`config.mk`:
```
export PLATFORM = sky130hd
export DESIGN_NAME = tcbo_timer
export DESIGN_NICKNAME = d
export VERILOG_FILES = /design/src/tcbo_pkg.sv /design/src/tcbo_timer.sv
export VERILOG_INCLUDE_DIRS = /design/src
export SDC_FILE = /design/constraint.sdc
export NUM_CORES = 1
export LEC_CHECK = 0
export ABC_AREA = 1
export BUFFER_PORTS_ARGS = -buffer_cell sky130_fd_sc_hd__buf_2
export CAP_MARGIN = 20
export CORE_MARGIN = 2
export CORE_UTILIZATION = 59
export DETAILED_ROUTE_END_ITERATION = 7
export GPL_TIMING_DRIVEN = 0
export PLACE_DENSITY_LB_ADDON = 0.2
export SLEW_MARGIN = 20
export SYNTH_ARGS = -nofsm -noshare
export SYNTH_HDL_FRONTEND = slang
export SYNTH_SLANG_ARGS = --single-unit
```
`constraint.sdc`:
```
create_clock -name aclk -period 2.7 [get_ports aclk]
set_input_delay 0.54 -clock aclk [delete_from_list [all_inputs] [get_ports aclk]]
set_output_delay 0.54 -clock aclk [all_outputs]
set_load 0.005 [all_outputs]
```
`src/tcbo_params.svh`:
```
// Constants of the timer compare-B and wrap status block.
// Assumes inclusion by bare name from the package and the design file.
`ifndef TCBO_PARAMS_SVH
`define TCBO_PARAMS_SVH
// Register byte offsets
`define TCBO_OFF_CMPB 8'h00
`define TCBO_OFF_WRAP 8'h04
`define TCBO_OFF_CNT0 8'h08
`define TCBO_OFF_CNT1 8'h0c
`define TCBO_OFF_CNT2 8'h10
`define TCBO_OFF_GENERAL_B_REG_CH0 8'h14
`define TCBO_OFF_GENERAL_B_REG_CH1 8'h18
`define TCBO_OFF_GENERAL_B_REG_CH2 8'h1c
`define TCBO_OFF_CTRL 8'h20
`define TCBO_OFF_IRQS 8'h24
`define TCBO_OFF_IRQM 8'h28
// Status/enable reset value and fixed-one bits
`define TCBO_SE_RESET 8'h88
`define TCBO_SE_ONES 8'h88
// Field positions
`define TCBO_EN_LSB 4
`define TCBO_FLAG_LSB 0
`define TCBO_CTRL_RUN 0
`define TCBO_CTRL_PHASE 3
`define TCBO_CTRL_DIR 4
`define TCBO_CTRL_DOWN 5
`define TCBO_CTRL_CAPT 8
// Counter and general register reset values, counter maximum
`define TCBO_CNT_RESET 16'h0000
`define TCBO_GRB_RESET 16'hffff
`define TCBO_CNT_MAX 16'hffff
`endif

```
`src/tcbo_pkg.sv`:
```
// Types of the timer compare-B and wrap status block.
// Assumes the params header is on the include path.
`include "tcbo_params.svh"
package tcbo_pkg;
    // Bus response codes
    typedef logic [1:0] tcbo_resp_t;
    localparam tcbo_resp_t TCBO_OKAY = 2'h0;
    localparam tcbo_resp_t TCBO_SLVERR = 2'h2;
    // Write channel states
    typedef enum logic [2:0] {
        TCBO_W_IDLE = 3'b001,
        TCBO_W_EXEC = 3'b010,
        TCBO_W_RESP = 3'b100
    } tcbo_wstate_e;
endpackage : tcbo_pkg

```
`src/tcbo_timer.sv`:
```
// Three-channel 16-bit timer: compare-B flags, wrap flags, enables, counters.
// Assumes an AXI4-Lite master on aclk; standby is a synchronous level input.
`timescale 1ns/10ps
`include "tcbo_params.svh"
module tcbo_timer #(
    parameter int CH = 3
) (
    input wire logic aclk,
    input wire logic aresetn,
    input wire logic standby,
    input wire logic [CH-1:0] count_tick,
    input wire logic [CH-1:0] capture_in,
    input wire logic [7:0] s_axi_awaddr,
    input wire logic s_axi_awvalid,
    output logic s_axi_awready,
    input wire logic [31:0] s_axi_wdata,
    input wire logic [3:0] s_axi_wstrb,
    input wire logic s_axi_wvalid,
    output logic s_axi_wready,
    output logic [1:0] s_axi_bresp,
    output logic s_axi_bvalid,
    input wire logic s_axi_bready,
    input wire logic [7:0] s_axi_araddr,
    input wire logic s_axi_arvalid,
    output logic s_axi_arready,
    output logic [31:0] s_axi_rdata,
    output logic [1:0] s_axi_rresp,
    output logic s_axi_rvalid,
    input wire logic s_axi_rready,
    output logic [CH-1:0] match_b_irq,
    output logic [CH-1:0] wrap_irq,
    output logic irq
);
    // Combined reset: chip reset or standby
    logic init;
    assign init = !aresetn || standby;

    // Control and data registers
    logic [CH-1:0] match_b_en_q; // Compare-B enables
    logic [CH-1:0] match_b_flag_q; // Compare-B flags
    logic [CH-1:0] wrap_en_q; // Wrap enables
    logic [CH-1:0] wrap_flag_q; // Wrap flags
    logic [15:0] cnt_q [CH]; // Counters
    logic [15:0] grb_q [CH]; // General B registers
    logic [CH-1:0] capt_mode_q; // One selects input capture
    logic run_q; // Counting enable
    logic phase_count_select_q; // Channel 2 phase mode
    logic wrap_flag_direction_q; // One: overflow only
    logic down_q; // Channel 2 direction in phase mode
    logic [CH-1:0] armed_b_q; // Flag read as one
    logic [CH-1:0] armed_w_q;
    logic [1:0] evt_q, evt_msk_q; // Block summary events

    // Write channel
    tcbo_pkg::tcbo_wstate_e wst_q;
    logic [7:0] waddr_q;
    logic [31:0] wdata_q;
    logic [3:0] wstrb_q;
    logic aw_got_q, w_got_q;
    logic wr_fire;
    assign wr_fire = (wst_q == tcbo_pkg::TCBO_W_EXEC);

    // Write acceptance in either order
    always_ff @(posedge aclk)
    begin
        if (!aresetn)
        begin
            wst_q <= tcbo_pkg::TCBO_W_IDLE;
            aw_got_q <= 1'b0;
            w_got_q <= 1'b0;
            waddr_q <= 8'h00;
            wdata_q <= 32'h0;
            wstrb_q <= 4'h0;
            s_axi_awready <= 1'b0;
            s_axi_wready <= 1'b0;
            s_axi_bvalid <= 1'b0;
            s_axi_bresp <= tcbo_pkg::TCBO_OKAY;
        end
        else
        begin
            s_axi_awready <= 1'b0;
            s_axi_wready <= 1'b0;
            case (wst_q)
                tcbo_pkg::TCBO_W_IDLE:
                begin
                    // Capture address
                    if (s_axi_awvalid && !aw_got_q && !s_axi_awready)
                    begin
                        s_axi_awready <= 1'b1;
                        aw_got_q <= 1'b1;
                        waddr_q <= s_axi_awaddr;
                    end
                    // Capture data
                    if (s_axi_wvalid && !w_got_q && !s_axi_wready)
                    begin
                        s_axi_wready <= 1'b1;
                        w_got_q <= 1'b1;
                        wdata_q <= s_axi_wdata;
                        wstrb_q <= s_axi_wstrb;
                    end
                    if (aw_got_q && w_got_q)
                        wst_q <= tcbo_pkg::TCBO_W_EXEC;
                end
                tcbo_pkg::TCBO_W_EXEC:
                begin
                    s_axi_bvalid <= 1'b1;
                    s_axi_bresp <= wr_known(waddr_q) ? tcbo_pkg::TCBO_OKAY : tcbo_pkg::TCBO_SLVERR;
                    wst_q <= tcbo_pkg::TCBO_W_RESP;
                end
                tcbo_pkg::TCBO_W_RESP:
                begin
                    if (s_axi_bready)
                    begin
                        s_axi_bvalid <= 1'b0;
                        aw_got_q <= 1'b0;
                        w_got_q <= 1'b0;
                        wst_q <= tcbo_pkg::TCBO_W_IDLE;
                    end
                end
                default:
                    wst_q <= tcbo_pkg::TCBO_W_IDLE;
            endcase
        end
    end

    // Known address check
    function automatic logic wr_known(input logic [7:0] a);
        wr_known = (a <= `TCBO_OFF_IRQM) && (a[1:0] == 2'b00);
    endfunction : wr_known

    // Write decode strobes
    logic wr_cmpb, wr_wrap, wr_ctrl, wr_irqs, wr_irqm;
    logic [CH-1:0] wr_cnt, wr_grb;
    assign wr_cmpb = wr_fire && waddr_q == `TCBO_OFF_CMPB && wstrb_q[0];
    assign wr_wrap = wr_fire && waddr_q == `TCBO_OFF_WRAP && wstrb_q[0];
    assign wr_ctrl = wr_fire && waddr_q == `TCBO_OFF_CTRL && wstrb_q[0] && wstrb_q[1];
    assign wr_irqs = wr_fire && waddr_q == `TCBO_OFF_IRQS && wstrb_q[0];
    assign wr_irqm = wr_fire && waddr_q == `TCBO_OFF_IRQM && wstrb_q[0];

    // Read channel: one read at a time, answer next cycle
    logic rd_take;
    logic [7:0] raddr;
    assign rd_take = s_axi_arvalid && !s_axi_arready && !s_axi_rvalid;
    assign raddr = s_axi_araddr;

    // Per-channel counting, compare and flag logic
    logic [CH-1:0] match_set, wrap_set;
    genvar g;
    generate
        for (g = 0; g < CH; g++)
        begin : gen_ch
            logic up_wrap, dn_wrap, dn;
            assign dn = (g == 2) && phase_count_select_q && down_q;
            assign wr_cnt[g] = wr_fire && waddr_q == (`TCBO_OFF_CNT0 + 8'(4 * g)) && wstrb_q[0] && wstrb_q[1];
            assign wr_grb[g] = wr_fire && waddr_q == (`TCBO_OFF_GENERAL_B_REG_CH0 + 8'(4 * g)) && wstrb_q[0] && wstrb_q[1];
            assign up_wrap = run_q && count_tick[g] && !dn && cnt_q[g] == `TCBO_CNT_MAX;
            assign dn_wrap = run_q && count_tick[g] && dn && cnt_q[g] == `TCBO_CNT_RESET;
            assign wrap_set[g] = up_wrap || (dn_wrap && !wrap_flag_direction_q);
            assign match_set[g] = capt_mode_q[g] ? capture_in[g] : (cnt_q[g] == grb_q[g]);

            // Counter update
            // Sixteen-bit counters
            always_ff @(posedge aclk)
            begin
                if (init)
                    cnt_q[g] <= `TCBO_CNT_RESET;
                else if (wr_cnt[g])
                    cnt_q[g] <= wdata_q[15:0];
                else if (run_q && count_tick[g])
                    cnt_q[g] <= dn ? cnt_q[g] - 16'h0001 : cnt_q[g] + 16'h0001;
            end

            // General B register and capture
            always_ff @(posedge aclk)
            begin
                if (init)
                    grb_q[g] <= `TCBO_GRB_RESET;
                else if (capt_mode_q[g] && capture_in[g])
                    grb_q[g] <= cnt_q[g];
                else if (wr_grb[g])
                    grb_q[g] <= wdata_q[15:0];
            end

            // Compare-B flag with read-arm clear
            always_ff @(posedge aclk)
            begin
                if (init)
                begin
                    match_b_flag_q[g] <= 1'b0;
                    armed_b_q[g] <= 1'b0;
                end
                else
                begin
                    if (rd_take && raddr == `TCBO_OFF_CMPB && match_b_flag_q[g])
                        armed_b_q[g] <= 1'b1;
                    if (match_set[g])
                        match_b_flag_q[g] <= 1'b1;
                    else if (wr_cmpb && !wdata_q[`TCBO_FLAG_LSB + g] && armed_b_q[g])
                    begin
                        match_b_flag_q[g] <= 1'b0;
                        armed_b_q[g] <= 1'b0;
                    end
                end
            end

            // Wrap flag with read-arm clear
            always_ff @(posedge aclk)
            begin
                if (init)
                begin
                    wrap_flag_q[g] <= 1'b0;
                    armed_w_q[g] <= 1'b0;
                end
                else
                begin
                    if (rd_take && raddr == `TCBO_OFF_WRAP && wrap_flag_q[g])
                        armed_w_q[g] <= 1'b1;
                    if (wrap_set[g])
                        wrap_flag_q[g] <= 1'b1;
                    else if (wr_wrap && !wdata_q[`TCBO_FLAG_LSB + g] && armed_w_q[g])
                    begin
                        wrap_flag_q[g] <= 1'b0;
                        armed_w_q[g] <= 1'b0;
                    end
                end
            end

            // Per-channel request outputs
            // Flag and enable
            always_ff @(posedge aclk)
            begin
                if (init)
                begin
                    match_b_irq[g] <= 1'b0;
                    wrap_irq[g] <= 1'b0;
                end
                else
                begin
                    match_b_irq[g] <= match_b_flag_q[g] && match_b_en_q[g];
                    wrap_irq[g] <= wrap_flag_q[g] && wrap_en_q[g];
                end
            end
        end
    endgenerate

    // Enable bits
    // Reset and standby value
    always_ff @(posedge aclk)
    begin
        if (init)
        begin
            match_b_en_q <= '0;
            wrap_en_q <= '0;
        end
        else
        begin
            if (wr_cmpb)
                match_b_en_q <= wdata_q[`TCBO_EN_LSB +: CH];
            if (wr_wrap)
                wrap_en_q <= wdata_q[`TCBO_EN_LSB +: CH];
        end
    end

    // Control register
    always_ff @(posedge aclk)
    begin
        if (init)
        begin
            run_q <= 1'b0;
            phase_count_select_q <= 1'b0;
            wrap_flag_direction_q <= 1'b0;
            down_q <= 1'b0;
            capt_mode_q <= '0;
        end
        else if (wr_ctrl)
        begin
            run_q <= wdata_q[`TCBO_CTRL_RUN];
            phase_count_select_q <= wdata_q[`TCBO_CTRL_PHASE];
            wrap_flag_direction_q <= wdata_q[`TCBO_CTRL_DIR];
            down_q <= wdata_q[`TCBO_CTRL_DOWN];
            capt_mode_q <= wdata_q[`TCBO_CTRL_CAPT +: CH];
        end
    end

    // Summary sticky events: bit0 any compare-B, bit1 any wrap
    always_ff @(posedge aclk)
    begin
        if (!aresetn)
        begin
            evt_q <= 2'h0;
            evt_msk_q <= 2'h0;
            irq <= 1'b0;
        end
        else
        begin
            // Set wins over write-one clear
            evt_q <= (evt_q & ~(wr_irqs ? wdata_q[1:0] : 2'h0)) | {(|wrap_set), (|match_set)};
            if (wr_irqm)
                evt_msk_q <= wdata_q[1:0];
            irq <= |(evt_q & evt_msk_q);
        end
    end

    // Status/enable views
    // Fixed-one bits
    logic [7:0] cmpb_view, wrap_view;
    assign cmpb_view = `TCBO_SE_ONES | {1'b0, match_b_en_q, 1'b0, match_b_flag_q};
    assign wrap_view = `TCBO_SE_ONES | {1'b0, wrap_en_q, 1'b0, wrap_flag_q};

    // Read answer
    always_ff @(posedge aclk)
    begin
        if (!aresetn)
        begin
            s_axi_arready <= 1'b0;
            s_axi_rvalid <= 1'b0;
            s_axi_rdata <= 32'h0;
            s_axi_rresp <= tcbo_pkg::TCBO_OKAY;
        end
        else
        begin
            s_axi_arready <= rd_take;
            if (rd_take)
            begin
                s_axi_rvalid <= 1'b1;
                s_axi_rresp <= tcbo_pkg::TCBO_OKAY;
                if (raddr == `TCBO_OFF_CMPB)
                    s_axi_rdata <= {24'h0, cmpb_view};
                else if (raddr == `TCBO_OFF_WRAP)
                    s_axi_rdata <= {24'h0, wrap_view};
                else if (raddr == `TCBO_OFF_CNT0)
                    s_axi_rdata <= {16'h0, cnt_q[0]};
                else if (raddr == `TCBO_OFF_CNT1)
                    s_axi_rdata <= {16'h0, cnt_q[1]};
                else if (raddr == `TCBO_OFF_CNT2)
                    s_axi_rdata <= {16'h0, cnt_q[2]};
                else if (raddr == `TCBO_OFF_GENERAL_B_REG_CH0)
                    s_axi_rdata <= {16'h0, grb_q[0]};
                else if (raddr == `TCBO_OFF_GENERAL_B_REG_CH1)
                    s_axi_rdata <= {16'h0, grb_q[1]};
                else if (raddr == `TCBO_OFF_GENERAL_B_REG_CH2)
                    s_axi_rdata <= {16'h0, grb_q[2]};
                else if (raddr == `TCBO_OFF_CTRL)
                    s_axi_rdata <= {21'h0, capt_mode_q, 2'h0, down_q, wrap_flag_direction_q,
                                    phase_count_select_q, 2'h0, run_q};
                else if (raddr == `TCBO_OFF_IRQS)
                    s_axi_rdata <= {30'h0, evt_q};
                else if (raddr == `TCBO_OFF_IRQM)
                    s_axi_rdata <= {30'h0, evt_msk_q};
                else
                begin
                    // Unmapped: error, zero data
                    s_axi_rdata <= 32'h0;
                    s_axi_rresp <= tcbo_pkg::TCBO_SLVERR;
                end
            end
            else if (s_axi_rvalid && s_axi_rready)
            begin
                s_axi_rvalid <= 1'b0;
            end
        end
    end
endmodule : tcbo_timer

```
==> results_dict.tcl <==
set metrics [dict create \
    leakage_nw 5.00 \
    first_pass_iters 6 \
    slew_viol_final 0 \
    nFillCells 1530 \
    grt_pass1_wl_um 53900 \
    synthArstFlopShare_pct 0 \
    worstMarginPinSlew_ns 0.819 \
    finalHoldViolations 0 \
    drtIter0Drc 1481 \
    max_freq_mhz 393 \
    powerDensity_nw_per_um2 587 \
    portBuffers 76 \
    min_path_type "in -> reg" \
    end_kind "flip-flop" \
    grt.overflow.total 0 \
    final_common_cell "nand2_1" \
    cts_inserted_buffers 17 \
    hold_slack_ns 0.278 \
    clock-sinks 186 \
    final_cells 1760 \
    num_io_pins 114 \
    synth_mux_area_share_pct 0 \
    synthAdderAreaFrac_pct 2.00 \
    drive_gt1_share_pct 16.3 \
    dpl-instance-area_um2 11800 \
    final_cell_mix "nand2_1 (234), inv_1 (172), a21oi_1 (132)" \
    dieArea_um2 19800 \
    rsz0062_at_grt "no" \
    p_sw_share_pct 34.9 \
    arrival_ns 2.64 \
    routed_via_density 6.06 \
    status "complete, no violations" \
    drv_cap 0 \
    drt_wl_total_um 35700 \
    clk_latency_ns 0.46 \
    die_h_um 141 \
    tritoncts "built" \
    critPathMaxFanout 16 \
    antenna_found_initial 0 \
    synth_area_um2 11000 \
    initial_core_util_pct 60.8 \
    synth_edf_count 96 \
    rows 49 \
    min_period_ns 2.55 \
    synth_top_family_by_area "simple AND/OR/NAND/NOR gates" \
    place_inst 1727 \
    synth_warnings 0 \
    route.detailed.drc 0 \
    power_frac_seq_pct 48.5 \
    syn_avg_cell_area_um2 7.85 \
    synth_cell_type_count 54 \
    ant_nets 0 \
    max-slew-margin-rel_pct 45.2 \
    seq_area_frac_synth_pct 42.5 \
    diodes 0 \
    fin_area_um2 12400 \
    synth_compound_area_share_pct 18.3 \
    startpoint_type "flip-flop" \
    die_w_um 141 \
    wl_per_cell_um 20.3 \
    vias 10700 \
    grt_max_degree 20 \
    vdd_ir_drop_max_mv 0.516 \
    grt_usage_pct 35.9 \
    root_buffer "clkbuf_16" \
    syn2layout_area_growth_pct 12.2 \
    worstSetupPathType "reg -> reg" \
    skew_ns 0.0112 \
    dp_hpwl_um 28000 \
    synth-simple-area-share_pct 22.2 \
    coreArea_um2 18100 \
    htreeDepth 4 \
    share_comb_of_total_power_pct 16.9 \
    ys.flop_type "edfxtp_1" \
    clockBufferDepth 2 \
    synthXorXnorAreaFrac_pct 4.45 \
    setup_violations 0 \
    clkPwrFrac_pct 34.7 \
    gp_congestion 1.06 \
    synth-seq-cells 186 \
    p_int_w 0.00472 \
    required_ns 2.79 \
    layout.nets 1601 \
    fin_crit_sh_pct 94.3 \
    switchingPower_w 0.00253 \
    syn_inst 1405 \
    path_clk_slew_ns 0.08 \
    grt_pass1_vias 9661 \
]
[synthesized netlist by cell type (2+ instances only)]
cell / number / area (um2)
nand2_1: 235 / 882
inv_1: 173 / 649
a21oi_1: 132 / 661
nor2_1: 102 / 383
o21ai_0: 102 / 510
edfxtp_1: 96 / 2880
dfxtp_1: 90 / 1800
nand3_1: 61 / 305
o22ai_1: 61 / 382
nor3_1: 36 / 180
inv_2: 32 / 120
xor2_1: 31 / 272
nand4_1: 28 / 175
buf_4: 25 / 188
xnor2_1: 25 / 219
clkbuf_1: 21 / 78.8
ha_1: 16 / 200
a22oi_1: 15 / 113
buf_2: 15 / 75.1
nor2_2: 10 / 62.6
nor3_2: 10 / 100
o21ai_1: 10 / 50.1
o22ai_2: 10 / 125
nand3_2: 7 / 70.1
nor2_4: 6 / 67.6
nor4_1: 5 / 31.3
o211ai_1: 5 / 37.5
nand2_2: 4 / 25.0
nor3b_1: 4 / 30.0
a31oi_1: 3 / 18.8
nand4_2: 3 / 37.5
o21a_1: 3 / 22.5
or2_2: 3 / 18.8
a21boi_0: 2 / 15.0
buf_6: 2 / 22.5
inv_4: 2 / 12.5
nand3_4: 2 / 35.0
o2111ai_1: 2 / 17.5
[worst max-delay path, stage by stage (launching register included)]
cell and delay, ns:
dfxtp_1 0.45, inv_2 0.10, nor3_2 0.50, nand4_2 0.34
buf_2 0.30, nand2_1 0.49
[per-stage QoR]
stage               total power (W)  utilization, %  TNS [ns]  worst slack (ns)
finish                      0.00725            68.1         0             0.153
global route                0.00744            68.1         0           0.00130
detailed placement          0.00473            64.8    -0.906           -0.0288
global placement            0.00469            64.8    -0.430           -0.0175
CTS                         0.00716            68.1         0            0.0642
floorplan                   0.00415               -         0             0.472
[metal layers]
metal | vias up | share of wire [%] | global-route usage [%]
li1 | 4990 | - | -
met1 | 4814 | 40 | 50.2
met2 | 761 | 43 | 53.5
met3 | 108 | 14 | 10.5
met4 | 0 | 3.6 | 12.6
met5 | - | 0 | 0
[power groups by stage]
stage / Sequential (W) / Clock, W / Combinational, W
floorplan: 0.00338 / 0 / 0.000770
global placement: 0.00354 / 0 / 0.00115
detailed placement: 0.00355 / 0 / 0.00118
CTS: 0.00348 / 0.00249 / 0.00118
global route: 0.00352 / 0.00261 / 0.00132
finish: 0.00351 / 0.00251 / 0.00122
[state kept, by name (all words and copies together), names as in the netlist, 3 cells and up]
signal,count
armed_b_q,3
armed_w_q,3
capt_mode_q,3
cmpb_view,3
cnt_q,48
grb_q,48
match_b_en_q,3
match_b_irq,3
s_axi_rdata,16
waddr_q,8
wdata_q,16
wrap_en_q,3
wrap_flag_q,3
wrap_irq,3
wst_q,3
[worst paths after layout]
| kind | slack [ns] | endpoint | from | depth (start not counted) |
|---|---|---|---|---|
| worst max register to register | 0.15 | grb_q[1][7]$_DFFE_PP_ | waddr_q[3]$_SDFFE_PN0P_ | 5 |
| worst min register to register | 0.46 | s_axi_rdata[12]$_SDFFE_PN0P_ | s_axi_rdata[12]$_SDFFE_PN0P_ | 2 |
| worst min-delay path | 0.28 | s_axi_rvalid$_SDFFE_PN0P_ | s_axi_rready | 2 |
| worst max-delay path | 0.15 | grb_q[1][7]$_DFFE_PP_ | waddr_q[3]$_SDFFE_PN0P_ | 5 |
[what timing repair did]
action	4_1_cts	5_1_grt
setup endpoints to repair	2	7
gates resized for setup	1	2
buffers inserted	2	0
hold buffers	0	0
[area by class of cell]
cell class	count	area, um2	area share (%)
plain buffers	63	364	2.94
clock buffers	17	425	3.44
clock inverters	15	161	1.31
inverters	209	795	6.42
multi-input cells	963	5260	42.5
flip-flops and latches	186	4680	37.9
well taps	229	287	2.32
repair buffers	78	395	3.20
[kinds of logic after synthesis]
logic type      Yosys count
compound gates          353
other cells               1
simple gates            519
buf+inv                 273
flops                   186
fa+ha+maj                17
xor+xnor                 56
Power figures use the tool's default switching activity.
